File: src/design/bert_pkg.sv
package bert_pkg;

    // ----------------------------------------------------------------
    // Register byte offsets
    // ----------------------------------------------------------------
    localparam logic [7:0] OFS_PATTERN_SET  = 8'h00;
    localparam logic [7:0] OFS_PAT_LENGTH   = 8'h04;
    localparam logic [7:0] OFS_POLY_TAP     = 8'h08;
    localparam logic [7:0] OFS_PAT_CONTROL  = 8'h0C;
    localparam logic [7:0] OFS_ERR_INSERT   = 8'h10;
    localparam logic [7:0] OFS_STATUS       = 8'h14;
    localparam logic [7:0] OFS_INT_MASK     = 8'h18;
    localparam logic [7:0] OFS_BIT_TALLY    = 8'h1C;
    localparam logic [7:0] OFS_ERR_TALLY    = 8'h20;
    localparam logic [7:0] OFS_PAT_RECEIVE  = 8'h24;

    // ----------------------------------------------------------------
    // Field positions
    // ----------------------------------------------------------------
    localparam int CTL_PRBS_MODE_BIT     = 0;
    localparam int CTL_SYNC_ENABLE_BIT   = 1;
    localparam int CTL_RESYNC_BIT        = 2;
    localparam int CTL_COUNT_LOAD_BIT    = 4;
    localparam int CTL_TRANSMIT_LOAD_BIT = 7;
    localparam int INS_SINGLE_BIT        = 3;
    localparam int ST_IN_SYNC_BIT        = 0;
    localparam int ST_IND_LO_BIT         = 1;
    localparam int ST_IND_HI_BIT         = 2;
    localparam int ST_LOSS_BIT           = 3;
    localparam int ST_ERR_BIT            = 4;

    // ----------------------------------------------------------------
    // Reset values and counts
    // ----------------------------------------------------------------
    localparam logic [7:0]  RST_CONTROL    = 8'h00;
    localparam logic [4:0]  RST_LENGTH     = 5'h1F;
    localparam logic [4:0]  RST_TAP        = 5'h00;
    localparam logic [1:0]  TX_LOAD_EDGES  = 2'h3;
    localparam logic [6:0]  SYNC_BASE_BITS = 7'h22;
    localparam logic [5:0]  LOSS_WINDOW    = 6'h3F;
    localparam logic [2:0]  LOSS_ERRS      = 3'h6;
    localparam logic [7:0]  STICKY_MASK    = 8'h18;

    // Error insertion limits, one in 10^k bits
    localparam logic [23:0] RATE_LIMIT [8] = '{24'h000000, 24'h00000A, 24'h000064,
        24'h0003E8, 24'h002710, 24'h0186A0, 24'h0F4240, 24'h989680};

    // ----------------------------------------------------------------
    // Types
    // ----------------------------------------------------------------
    typedef struct packed {
        logic ld;
        logic cl;
        logic tck;
        logic rclk;
        logic rdata;
        logic test;
    } bert_pins_t;

    typedef enum logic {
        BERT_HUNT,
        BERT_LOCKED
    } bert_sync_t;

endpackage

File: src/design/bert_core.sv
// Implementation choices: the address map and the APB interface to the registers.
`timescale 1ns/1ps

// Function
// - Transmit load edge copies pattern set register into generator.
// - Programmed MSB leaves transmit data after third transmit clock edge.
// - Transmit load pin ORed with control bit 7 forms load trigger.
// - Pseudorandom polynomials up to 32 bits, programmable length and tap.
// - Repetitive patterns of 1 to 32 bits.
// - First feedback tap always at pattern length minus one.
// - Second feedback tap programmable anywhere.
// - Sync enable and resync control bits govern the synchronizer.
// - Pseudorandom check accepts any stream fitting the polynomial.
// - Sync declared after 34 plus exponent error-free bits.
// - Repetitive check accepts any pattern of the transmitted length.
// - While in sync each deviating bit increments error counter.
// - Separate readable 32-bit bit and error counters.
// - Count load marks end of each integration period.
// - Single error or one in ten to ten million error insertion.
// - Receiver holds sync with error rates up to one in hundred.
// - Transmit and receive run independently on own data clocks.
// - Test input floats interrupt, transmit data and receive loss.
// - Count load edge latches counts into tallies, clears counters.
// - Count load pin ORed with control bit 4 forms count trigger.
// - Active-low open-drain interrupt flags enabled status conditions.
module bert_core
    import bert_pkg::*;
#(
    parameter int PAT_W = 32
) (
    // Clock, reset, enable
    input  wire logic        pclk,
    input  wire logic        presetn,
    input  wire logic        ce,
    // APB slave
    input  wire logic        psel,
    input  wire logic        penable,
    input  wire logic        pwrite,
    input  wire logic [7:0]  paddr,
    input  wire logic [31:0] pwdata,
    output logic      [31:0] prdata,
    output logic             pready,
    output logic             pslverr,
    // Pins from outside
    input  wire logic        transmit_load,
    input  wire logic        count_load,
    input  wire logic        transmit_clock,
    input  wire logic        receive_clock,
    input  wire logic        receive_data,
    input  wire logic        test_mode,
    // Pins to outside
    output logic             transmit_data_out,
    output logic             transmit_data_oe,
    output logic             receive_loss_out,
    output logic             receive_loss_oe,
    output logic             int_n_out,
    output logic             int_n_oe
);

    localparam int LW = $clog2(PAT_W);

    if (PAT_W < 2 || PAT_W > 32 || (1 << LW) != PAT_W) begin : g_chk
        $error("bert_core: PAT_W must be a power of two from 2 to 32");
    end

    // ----------------------------------------------------------------
    // Pin synchronisers
    // ----------------------------------------------------------------
    bert_pins_t pins;
    bert_pins_t sy1_ff, sy2_ff, sy3_ff, lvl_ff, lvl_d_ff, rise;

    assign pins = '{ld: transmit_load, cl: count_load, tck: transmit_clock,
                    rclk: receive_clock, rdata: receive_data, test: test_mode};

    always_ff @(posedge pclk or negedge presetn) begin
        if (!presetn) begin
            sy1_ff   <= '0;
            sy2_ff   <= '0;
            sy3_ff   <= '0;
            lvl_ff   <= '0;
            lvl_d_ff <= '0;
        end else if (ce) begin
            sy1_ff   <= pins;
            sy2_ff   <= sy1_ff;
            sy3_ff   <= sy2_ff;
            // Level moves only where stages two and three agree
            lvl_ff   <= (sy2_ff & sy3_ff) | (lvl_ff & (sy2_ff | sy3_ff));
            lvl_d_ff <= lvl_ff;
        end
    end

    assign rise = lvl_ff & ~lvl_d_ff;

    // ----------------------------------------------------------------
    // Registers
    // ----------------------------------------------------------------
    logic [PAT_W-1:0] pat_set_ff;
    logic [LW-1:0]    pat_len_ff;
    logic [LW-1:0]    poly_tap_ff;
    logic [7:0]       ctrl_ff;
    logic [2:0]       err_rate_ff;
    logic             single_req;
    logic [7:0]       int_mask_ff;
    logic [7:0]       sticky_ff;
    logic [31:0]      bit_tally_ff;
    logic [31:0]      err_tally_ff;
    logic [PAT_W-1:0] pat_rx_ff;
    logic [7:0]       status;
    logic             wr_en;
    logic             rd_setup;
    logic             addr_ok;
    logic [31:0]      nxt_prdata;

    function automatic logic map_hit(input logic [7:0] a);
        case (a)
            OFS_PATTERN_SET, OFS_PAT_LENGTH, OFS_POLY_TAP, OFS_PAT_CONTROL,
            OFS_ERR_INSERT, OFS_STATUS, OFS_INT_MASK, OFS_BIT_TALLY,
            OFS_ERR_TALLY, OFS_PAT_RECEIVE: map_hit = 1'b1;
            default: map_hit = 1'b0;
        endcase
    endfunction

    assign addr_ok    = map_hit(paddr);
    assign wr_en      = psel & penable & pwrite & addr_ok & ce;
    assign rd_setup   = psel & ~penable & ~pwrite;
    assign single_req = wr_en && paddr == OFS_ERR_INSERT && pwdata[INS_SINGLE_BIT];
    assign pready     = 1'b1;
    assign pslverr    = psel & penable & ~addr_ok;

    always_ff @(posedge pclk or negedge presetn) begin
        if (!presetn) begin
            pat_set_ff  <= '0;
            pat_len_ff  <= RST_LENGTH[LW-1:0];
            poly_tap_ff <= RST_TAP[LW-1:0];
            ctrl_ff     <= RST_CONTROL;
            err_rate_ff <= '0;
            int_mask_ff <= '0;
        end else if (wr_en) begin
            case (paddr)
                OFS_PATTERN_SET: pat_set_ff  <= pwdata[PAT_W-1:0];
                OFS_PAT_LENGTH:  pat_len_ff  <= pwdata[LW-1:0];
                OFS_POLY_TAP:    poly_tap_ff <= pwdata[LW-1:0];
                OFS_PAT_CONTROL: ctrl_ff     <= pwdata[7:0];
                OFS_ERR_INSERT:  err_rate_ff <= pwdata[2:0];
                OFS_INT_MASK:    int_mask_ff <= pwdata[7:0] & STICKY_MASK;
                default: begin
                end
            endcase
        end
    end

    always_comb begin
        nxt_prdata = '0;
        case (paddr)
            OFS_PATTERN_SET: nxt_prdata[PAT_W-1:0] = pat_set_ff;
            OFS_PAT_LENGTH:  nxt_prdata[LW-1:0]    = pat_len_ff;
            OFS_POLY_TAP:    nxt_prdata[LW-1:0]    = poly_tap_ff;
            OFS_PAT_CONTROL: nxt_prdata[7:0]       = ctrl_ff;
            OFS_ERR_INSERT:  nxt_prdata[2:0]       = err_rate_ff;
            OFS_STATUS:      nxt_prdata[7:0]       = status;
            OFS_INT_MASK:    nxt_prdata[7:0]       = int_mask_ff;
            OFS_BIT_TALLY:   nxt_prdata            = bit_tally_ff;
            OFS_ERR_TALLY:   nxt_prdata            = err_tally_ff;
            OFS_PAT_RECEIVE: nxt_prdata[PAT_W-1:0] = pat_rx_ff;
            default:         nxt_prdata            = '0;
        endcase
    end

    always_ff @(posedge pclk or negedge presetn) begin
        if (!presetn) begin
            prdata <= '0;
        end else if (ce && rd_setup) begin
            prdata <= nxt_prdata;
        end
    end

    // ----------------------------------------------------------------
    // Transmit generator
    // ----------------------------------------------------------------
    logic             ld_trig, ld_trig_d_ff, tx_load;
    logic [PAT_W-1:0] gen_ff;
    logic [1:0]       tx_dly_ff;
    logic             single_pend_ff;
    logic [23:0]      ins_cnt_ff;
    logic             inject, tx_fb, tx_step, tx_bit_ff;

    assign ld_trig = lvl_ff.ld | ctrl_ff[CTL_TRANSMIT_LOAD_BIT];
    assign tx_load = ld_trig & ~ld_trig_d_ff;
    assign tx_step = rise.tck && tx_dly_ff <= 2'h1;
    assign tx_fb   = ctrl_ff[CTL_PRBS_MODE_BIT] ? gen_ff[pat_len_ff] ^ gen_ff[poly_tap_ff]
                                                : gen_ff[pat_len_ff];
    assign inject  = single_pend_ff |
                     (err_rate_ff != 3'h0 && ins_cnt_ff == RATE_LIMIT[err_rate_ff] - 24'h1);

    always_ff @(posedge pclk or negedge presetn) begin
        if (!presetn) begin
            ld_trig_d_ff <= 1'b0;
            gen_ff       <= '0;
            tx_dly_ff    <= '0;
            tx_bit_ff    <= 1'b0;
        end else if (ce) begin
            ld_trig_d_ff <= ld_trig;
            if (tx_load) begin
                gen_ff    <= pat_set_ff;
                tx_dly_ff <= TX_LOAD_EDGES;
            end else if (rise.tck) begin
                if (tx_dly_ff != 2'h0) begin
                    tx_dly_ff <= tx_dly_ff - 2'h1;
                end
                if (tx_step) begin
                    tx_bit_ff <= gen_ff[pat_len_ff] ^ inject;
                    gen_ff    <= {gen_ff[PAT_W-2:0], tx_fb};
                end
            end
        end
    end

    always_ff @(posedge pclk or negedge presetn) begin
        if (!presetn) begin
            single_pend_ff <= 1'b0;
            ins_cnt_ff     <= '0;
        end else if (ce) begin
            if (single_req) begin
                single_pend_ff <= 1'b1;
            end else if (tx_step && !tx_load) begin
                single_pend_ff <= 1'b0;
            end
            if (err_rate_ff == 3'h0) begin
                ins_cnt_ff <= '0;
            end else if (tx_step && !tx_load) begin
                ins_cnt_ff <= (ins_cnt_ff >= RATE_LIMIT[err_rate_ff] - 24'h1) ? 24'h0
                                                                       : ins_cnt_ff + 24'h1;
            end
        end
    end

    // ----------------------------------------------------------------
    // Receive synchronizer
    // ----------------------------------------------------------------
    bert_sync_t       sync_ff;
    logic [PAT_W-1:0] rsr_ff, rsr_nxt, len_msk;
    logic [6:0]       hunt_cnt_ff, sync_thr;
    logic [5:0]       win_cnt_ff;
    logic [2:0]       win_err_ff;
    logic             rx_exp, rx_mis, resync_d_ff, resync_req, sync_en, in_sync;
    logic             got_sync, lost_sync;

    function automatic logic [PAT_W-1:0] len_mask(input logic [LW-1:0] len);
        len_mask = {PAT_W{1'b1}} >> (PAT_W - 1 - int'(len));
    endfunction

    assign in_sync    = sync_ff == BERT_LOCKED;
    assign sync_en    = ctrl_ff[CTL_SYNC_ENABLE_BIT];
    assign resync_req = ctrl_ff[CTL_RESYNC_BIT] & ~resync_d_ff;
    assign rx_exp     = ctrl_ff[CTL_PRBS_MODE_BIT] ? rsr_ff[pat_len_ff] ^ rsr_ff[poly_tap_ff]
                                                   : rsr_ff[pat_len_ff];
    assign rx_mis     = lvl_ff.rdata ^ rx_exp;
    // Flywheel on expected bits once locked
    assign rsr_nxt    = {rsr_ff[PAT_W-2:0], in_sync ? rx_exp : lvl_ff.rdata};
    assign sync_thr   = SYNC_BASE_BITS + 7'(pat_len_ff) + 7'h1;
    assign got_sync   = rise.rclk && sync_en && !in_sync && !rx_mis &&
                        hunt_cnt_ff + 7'h1 >= sync_thr;
    // Drop only at six errors in 64
    assign lost_sync  = rise.rclk && sync_en && in_sync && rx_mis &&
                        win_err_ff == LOSS_ERRS - 3'h1;
    assign len_msk    = len_mask(pat_len_ff);

    // Receive state on receive clock edges, except resync which returns to hunt at once
    always_ff @(posedge pclk or negedge presetn) begin
        if (!presetn) begin
            sync_ff     <= BERT_HUNT;
            rsr_ff      <= '0;
            hunt_cnt_ff <= '0;
            win_cnt_ff  <= '0;
            win_err_ff  <= '0;
            resync_d_ff <= 1'b0;
            pat_rx_ff   <= '0;
        end else if (ce) begin
            resync_d_ff <= ctrl_ff[CTL_RESYNC_BIT];
            if (resync_req) begin
                sync_ff     <= BERT_HUNT;
                hunt_cnt_ff <= '0;
            end else if (rise.rclk) begin
                rsr_ff <= rsr_nxt;
                case (sync_ff)
                    BERT_HUNT: begin
                        if (rx_mis) begin
                            hunt_cnt_ff <= '0;
                        end else if (sync_en && hunt_cnt_ff != 7'h7F) begin
                            hunt_cnt_ff <= hunt_cnt_ff + 7'h1;
                        end
                        if (got_sync) begin
                            sync_ff    <= BERT_LOCKED;
                            pat_rx_ff  <= rsr_nxt;
                            win_cnt_ff <= '0;
                            win_err_ff <= '0;
                        end
                    end
                    BERT_LOCKED: begin
                        win_cnt_ff <= win_cnt_ff + 6'h1;
                        if (lost_sync) begin
                            sync_ff     <= BERT_HUNT;
                            hunt_cnt_ff <= '0;
                        end else if (win_cnt_ff == LOSS_WINDOW) begin
                            win_err_ff <= '0;
                        end else if (rx_mis) begin
                            win_err_ff <= win_err_ff + 3'h1;
                        end
                    end
                    default: sync_ff <= BERT_HUNT;
                endcase
            end
        end
    end

    // ----------------------------------------------------------------
    // Bit and error counters
    // ----------------------------------------------------------------
    logic [31:0] bit_cnt_ff, err_cnt_ff;
    logic        cl_trig, cl_trig_d_ff, cnt_load;

    assign cl_trig  = lvl_ff.cl | ctrl_ff[CTL_COUNT_LOAD_BIT];
    assign cnt_load = cl_trig & ~cl_trig_d_ff;

    always_ff @(posedge pclk or negedge presetn) begin
        if (!presetn) begin
            cl_trig_d_ff <= 1'b0;
            bit_cnt_ff   <= '0;
            err_cnt_ff   <= '0;
            bit_tally_ff <= '0;
            err_tally_ff <= '0;
        end else if (ce) begin
            cl_trig_d_ff <= cl_trig;
            if (cnt_load) begin
                bit_tally_ff <= bit_cnt_ff;
                err_tally_ff <= err_cnt_ff;
                bit_cnt_ff   <= '0;
                err_cnt_ff   <= '0;
            end else if (rise.rclk) begin
                if (bit_cnt_ff != '1) begin
                    bit_cnt_ff <= bit_cnt_ff + 32'h1;
                end
                if (in_sync && rx_mis && err_cnt_ff != '1) begin
                    err_cnt_ff <= err_cnt_ff + 32'h1;
                end
            end
        end
    end

    // ----------------------------------------------------------------
    // Status and interrupt
    // ----------------------------------------------------------------
    logic [7:0] sticky_set, sticky_clr;

    assign sticky_set = {3'h0, in_sync && rise.rclk && rx_mis, lost_sync, 3'h0};
    assign sticky_clr = (wr_en && paddr == OFS_STATUS) ? pwdata[7:0] & STICKY_MASK : 8'h00;

    always_ff @(posedge pclk or negedge presetn) begin
        if (!presetn) begin
            sticky_ff <= '0;
        end else if (ce) begin
            // Set wins over clear
            sticky_ff <= (sticky_ff & ~sticky_clr) | sticky_set;
        end
    end

    always_comb begin
        status                 = sticky_ff;
        status[ST_IN_SYNC_BIT] = in_sync;
        status[ST_IND_LO_BIT]  = (rsr_ff & len_msk) == '0;
        status[ST_IND_HI_BIT]  = (rsr_ff & len_msk) == len_msk;
    end

    assign transmit_data_out = tx_bit_ff;
    assign transmit_data_oe  = ~lvl_ff.test;
    assign receive_loss_out  = ~in_sync;
    assign receive_loss_oe   = ~lvl_ff.test;
    // Open-drain low when enabled flag set
    assign int_n_out         = 1'b0;
    assign int_n_oe          = |(sticky_ff & int_mask_ff) & ~lvl_ff.test;

endmodule

File: config.mk
export PLATFORM = sky130hd
export DESIGN_NAME = bert_core
export DESIGN_NICKNAME = d
export VERILOG_FILES = /design/src/design/bert_pkg.sv /design/src/design/bert_core.sv
export SDC_FILE = /design/constraint.sdc
export NUM_CORES = 1
export LEC_CHECK = 0
export BUFFER_PORTS_ARGS = -buffer_cell sky130_fd_sc_hd__buf_2
export CORE_MARGIN = 1.5
export CORE_UTILIZATION = 62
export CTS_CLUSTER_SIZE = 16
export DETAILED_ROUTE_END_ITERATION = 6
export PLACE_DENSITY_LB_ADDON = 0.1
export SLEW_MARGIN = 40
export SYNTH_ARGS = -nofsm -noshare
export SYNTH_HDL_FRONTEND = slang
export SYNTH_SLANG_ARGS = --single-unit
File: constraint.sdc
create_clock -name pclk -period 5.09 [get_ports pclk]
set_input_delay 0 -clock pclk [delete_from_list [all_inputs] [get_ports pclk]]
set_output_delay 0 -clock pclk [all_outputs]
set_load 0.01 [all_outputs]
; ---- After elaboration in Yosys (flattened, before gate mapping)
; Memory sizes are Yosys's and may differ from the RTL's.
; Cells that the tools add are included.
[totals]
regBits = 395
latchBits = 0
ramBits = 0
romBits = 192
inputBits = 52
output_inout_bits = 40
wordCells = 246
n_memories = 1
[classes]
add_sub_neg = 11
n_mul = 0
n_div = 0
n_lt_le_gt_ge = 6
eq_ne = 21
shift = 1
muxes = 54
bitwise_logic = 40
n_reduce_logical = 58
[memory_table]
columns = memory, words, word_bits, rd, rd_ports_with_merged_regs, write_ports, line_no
row1 = (no name shown), 8, 24, 1, 0, 0, bert_core.sv:231  ; ins_cnt_ff <= (ins_cnt_ff >= RATE_LIMIT[err_rate_ff] - 24'h1) ? 24'h0
[ops]
columns = op, count
row1 = $mux W32, 9
row2 = $mux W24, 5
row3 = $pmux W24 S4, 1
row4 = $add A32 B1 Y32 const B, 2
row5 = $ne A32 B32 Y1 const B, 2
row6 = $mux W7, 5
row7 = $and A32 B32 Y32, 1
row8 = $eq A32 B32 Y1, 1
row9 = $eq A8 B5 Y1 const B, 4
row10 = $logic_not A32 Y1, 1
row11 = $shr A32 B32 Y32 const A, 1
row12 = $pmux W3 S9, 1
row13 = $add A24 B1 Y24 const B, 1
row14 = $eq A24 B24 Y1, 1
row15 = $ge A24 B24 Y1, 1
row16 = $sub A24 B1 Y24 const B, 1
row17 = $bmux W1 S5, 4
row18 = $reduce_and A2 Y1, 10
row19 = $reduce_bool A2 Y1, 10
row20 = $logic_and A1 B1 Y1, 19
row21 = $pmux W2 S9, 1
row22 = $pmux W3 S6, 1
row23 = $eq A8 B4 Y1 const B, 2
row24 = $eq A8 B6 Y1 const B, 2
row25 = other kinds (50), 105

; ---- Logic depth before layout (Yosys ltp)
[depth]
depth_word = 12
mapped_depth = 20
depth_no_buf = 19

; ---- Worst setup path before layout
; No wires, ideal clock.
[synth_path]
path_kind = reg2reg
from = register err_rate_ff[0]
to = register ins_cnt_ff[3]
setup_ps = 116
arrival_time_ps = 3931
required_ps = 4974
setup_slack_ps = 1043
path_stages_with_launch = 20
n_path_buf = 0
period_less_slack_ps = 4047
path_cell_list = dfrtp_1 clkinv_1 ha_1 nand2_1 ha_1 nor2_1 o21ai_0 and2_1 nand2_1 nor2_1 a21oi_1 ha_1 a21o_1 a21o_1 a21o_1 a21o_1 a21o_1 a31oi_1 nand2_1 o311ai_0
[synth_between]
elab_chain_len = 9
word_cells_on_any_way = 12
cone_classes = add/sub (1) / order compare (1) / mux (5) / bitwise (1) / reduce/logical (3) / memory (1)
[synth_rtl]
columns = item, line_no
row1 = from (decl), bert_core.sv:101  ; logic [2:0] err_rate_ff;
row2 = from (signal assigned), bert_core.sv:144  ; OFS_ERR_INSERT: err_rate_ff <= pwdata[2:0];
row3 = $not A3 Y4 (not written as such), bert_core.sv:231
row4 = $mem_v2 Z8 W24, --
row5 = $mux W24 (not written as such) (2 in a row), bert_core.sv:231
row6 = $sub A24 B1 Y24, bert_core.sv:231
row7 = $ge A24 B24 Y1, bert_core.sv:231
row8 = $mux W24, bert_core.sv:231
row9 = $mux W24, bert_core.sv:230  ; end else if (tx_step && !tx_load) begin
row10 = $mux W24, bert_core.sv:228  ; if (err_rate_ff == 3'h0) begin
row11 = to (signal assigned), bert_core.sv:231
row12 = to (decl), bert_core.sv:184  ; logic [23:0] ins_cnt_ff;
; Several ways; a longest one is shown, not always the timed one. The select of a mux whose other input is x is not followed.
; A chain may end at the register's enable or synchronous reset.

; ---- Worst setup path after layout
[layout_path]
from = register err_rate_ff[0]
to = register ins_cnt_ff[7]
; Same word-level chain as after synthesis.

==> metrics <==
status=finished, violations left; failing checks=design-rule violations; Total GRT Usage=34.56%; CTS Buf Count=42; syn_area_per_cell=9.661 sq um; slew margin rel.=45.80%; Cell variety after synth=68; vias in the first global route=16,100; Final Hold Viols=0; internal power=5707 uW; post-route cell area=22,920 sq um; Die Area=33,630 sq um; Layout Nets=2,271; Synth Area in Adders=3.039%; Post-Syn Instances=2,088; fin crit share=91.25%; clk_lat worst skew=0.56 ns; pin count of the biggest net entering global routing=148; routability cong.=0.9263; via density per instance=6.396; first drt pass iteration count=7; DRC viols=2; xor and xnor area share after synthesis=2.636%; async set-reset flop share out of synthesis=100.0%; setup ws final=0.4455 ns; DP HPWL=38,410 microns; Slew @ Worst Pin=0.8130 ns; Die W=183.4 microns; Pwr per Cell Area=360.1 nW/um^2; worst path cell trace=clkinv_1, ha_1, nand2_1, ha_1, nor2_1, o21ai_0, and2_1, xor2_1, nor2_1, ha_1, a21o_1, a21o_1, a21oi_1, o21ai_0, a21oi_1, nand2_1, o311ai_0; endpoints failing setup=0; number of diodes=0; peak per-stage delay on the critical path=0.68 ns; max-slew violation count=0; Layout area overhead=13.60%; Warnings, synthesis=0; Die H=183.4 microns; sequential area share after synthesis=48.04%; setup TNS=0 ns; # fillers=2,319; maxcap violations=0; Post-synth EDFFs=0; switching power share of the total=30.84%; Fmax achieved=0.2153 GHz; main combinational cell family by area after synthesis=simple AND/OR/NAND/NOR gates; Leak=0.01086 uW; RSZ-0062 raised after global routing=false; most used cell, CP=ha_1; Clock Power Share=36.8%; setup clock skew after layout=0.01930 ns; DRT Wirelength=57,010 microns; sequential share of power=45.1%; dpl cell area=21,050 sq um; worst path required time=5.51 ns; CP arrival=5.07 ns; Setup WS pre-CTS=0.5039 ns; Syn Nets=2,189; combinational share of power=18.1%; fin util=72.06%; Peak VDD IR=316.9 uV; I/O Buffers=89; crit path max fanout=10; clk sinks=387; initial core utilization=63.44%; Post-Syn Area=20,170 sq um; GRT Residual Overflow=0; Worst-path clk slew=0.06 ns; Most used DFF post-synth=dfrtp_1; CTS Root Cell=clkbuf_16; standard-cell row count=65; worst setup path class=flip-flop to flip-flop; Seq cells post-synth=387; Synth Area in Compound Gates=13.86%; switching pwr=2545 uW; I/O Pins=92; fin crit period=4.645 ns; Simple-Gate Fraction of Synth Area=17.92%; CTS tree=done; Routed Antenna Nets=0; storage element area=9692 sq um; iteration-0 DRC count of the detailed router=1,852; post-CTS setup buffer count=0; initial antenna violation count=0; htree depth=2; core area=31,800 sq um; layout cells sized above 1=15.72%; Crit-path slowest cell=a21oi_1; post-DR wirelength/cell=21.63 microns; vias=16,860; first-pass GRT wire length=90,470 microns; CP startpoint kind=flip-flop; Max Root-Sink Buffers=3; Min-Delay Path Class=input port to flip-flop; multi-input logic area=9862 sq um; type of element capturing the critical path=flip-flop; multiplexer share of the synthesized area=10.92%
## layout by cell type (no fill, tap or decap), types with 12 or more instances in the layout
cell type	count
nand4_1	38
dlygate4sd3_1	43
buf_4	30
nor3_1	18
nor4_1	12
and3_1	18
xnor2_1	29
inv_1	47
a21oi_1	71
ha_1	49
o211ai_1	13
and2_1	18
mux2i_1	48
a22oi_1	18
a221oi_1	31
a21o_1	19
nor2b_1	13
dfrtp_1	381
mux4_2	31
mux2_2	91
or3_1	26
clkbuf_16	43
a22o_1	31
nand3_1	68
xor2_1	29
nand2_1	452
nor2_1	96
o21ai_0	157
buf_2	88
## layer usage
metal,track usage (%),part of all wire [%]
met1,50.07,43
met2,53.15,46
met3,6.096,8.8
met4,11.08,3.1
met5,0,0
## path summary, 6_finish.rpt
| check | start | endpoint | slack (ns) | cells past startpoint |
|---|---|---|---|---|
| worst min register to register | err_tally_ff[31] | err_tally_ff[31] | 0.48 | 2 |
| worst min-delay path | paddr[5] | prdata[2] | 0.11 | 4 |
| worst max register to register | err_rate_ff[0] | ins_cnt_ff[7] | 0.45 | 17 |
| worst max-delay path | err_rate_ff[0] | ins_cnt_ff[7] | 0.45 | 17 |
| min in group asynchronous | presetn | hunt_cnt_ff[2] | 0.47 | 3 |
| max in group asynchronous | presetn | bit_cnt_ff[7] | 3.53 | 5 |
## layout make-up
type                    count  area share [%]
multi-input cells        1519           43.04
repair buffers            169           5.465
flip-flops and latches    387           42.29
clock buffers              63           5.504
well taps                 435           2.375
inverters                  51          0.8354
clock inverters            12          0.4914
## power groups by stage
stage,sequential [uW],combinational (uW),clock (uW)
after global routing,3740,1640,3190
after global placement,3740,1390,0
after detailed placement,3750,1430,0
after CTS,3700,1470,3060
final,3720,1490,3040
after floorplan,3540,1120,0
## cell families after synthesis
group | after synthesis
buf+inv | 182
fa+ha+maj | 49
mux | 170
flops | 387
xor+xnor | 59
other cells | 2
simple gates | 806
compound gates | 433
## state kept, by name, indices dropped and copies added (netlist names), 8 cells and up
signal        cells
pat_set_ff       32
pat_rx_ff        32
ins_cnt_ff       24
ctrl_ff           8
bit_cnt_ff       32
rsr_ff           32
err_cnt_ff       32
err_tally_ff     32
prdata           32
bit_tally_ff     32
gen_ff           32
## through the flow
step / power (uW) / hold WS (ns) / std cells
final: 8252 / 0.1074 / 2636
after global placement: 5128 / 0.1315 / 2514
after detailed placement: 5186 / -0.03582 / 2516
after global routing: 8570 / 0.1581 / 2636
after floorplan: 4652 / -0.2956 / 2088
after CTS: 8229 / 0.1085 / 2635
## what timing repair did
| action | 4_1_cts | 5_1_grt |
|---|---|---|
| hold endpoints to repair | 217 | 0 |
| setup endpoints to repair | 0 | 2 |
| resized for setup | 0 | 1 |
| hold buffers | 44 | 0 |
## cell usage after synthesis (38+ instances only)
master      n  share of area (%)
inv_1      47               0.87
nand3_1    69                1.7
nand2_1   453                8.4
o21ai_0   158                3.9
a21oi_1    71                1.8
clkbuf_1  107                2.0
nand4_1    38                1.2
nor2_1    101                1.9
dfrtp_1   382                 47
mux2i_1    48                2.4
mux2_2     91                5.1
ha_1       49                3.0
## critical path: cells and delay by family (launching register included)
kind                     cells  cell delay (ns)
adder cells (fa/ha/maj)      3             0.83
AND/OR/NAND/NOR              5             0.81
XOR/XNOR                     1             0.15
flip-flops                   1             0.46
AO/OA/AOI/OAI                7             2.00
buffers and inverters        1             0.28
(Power assumes the default switching activity.)
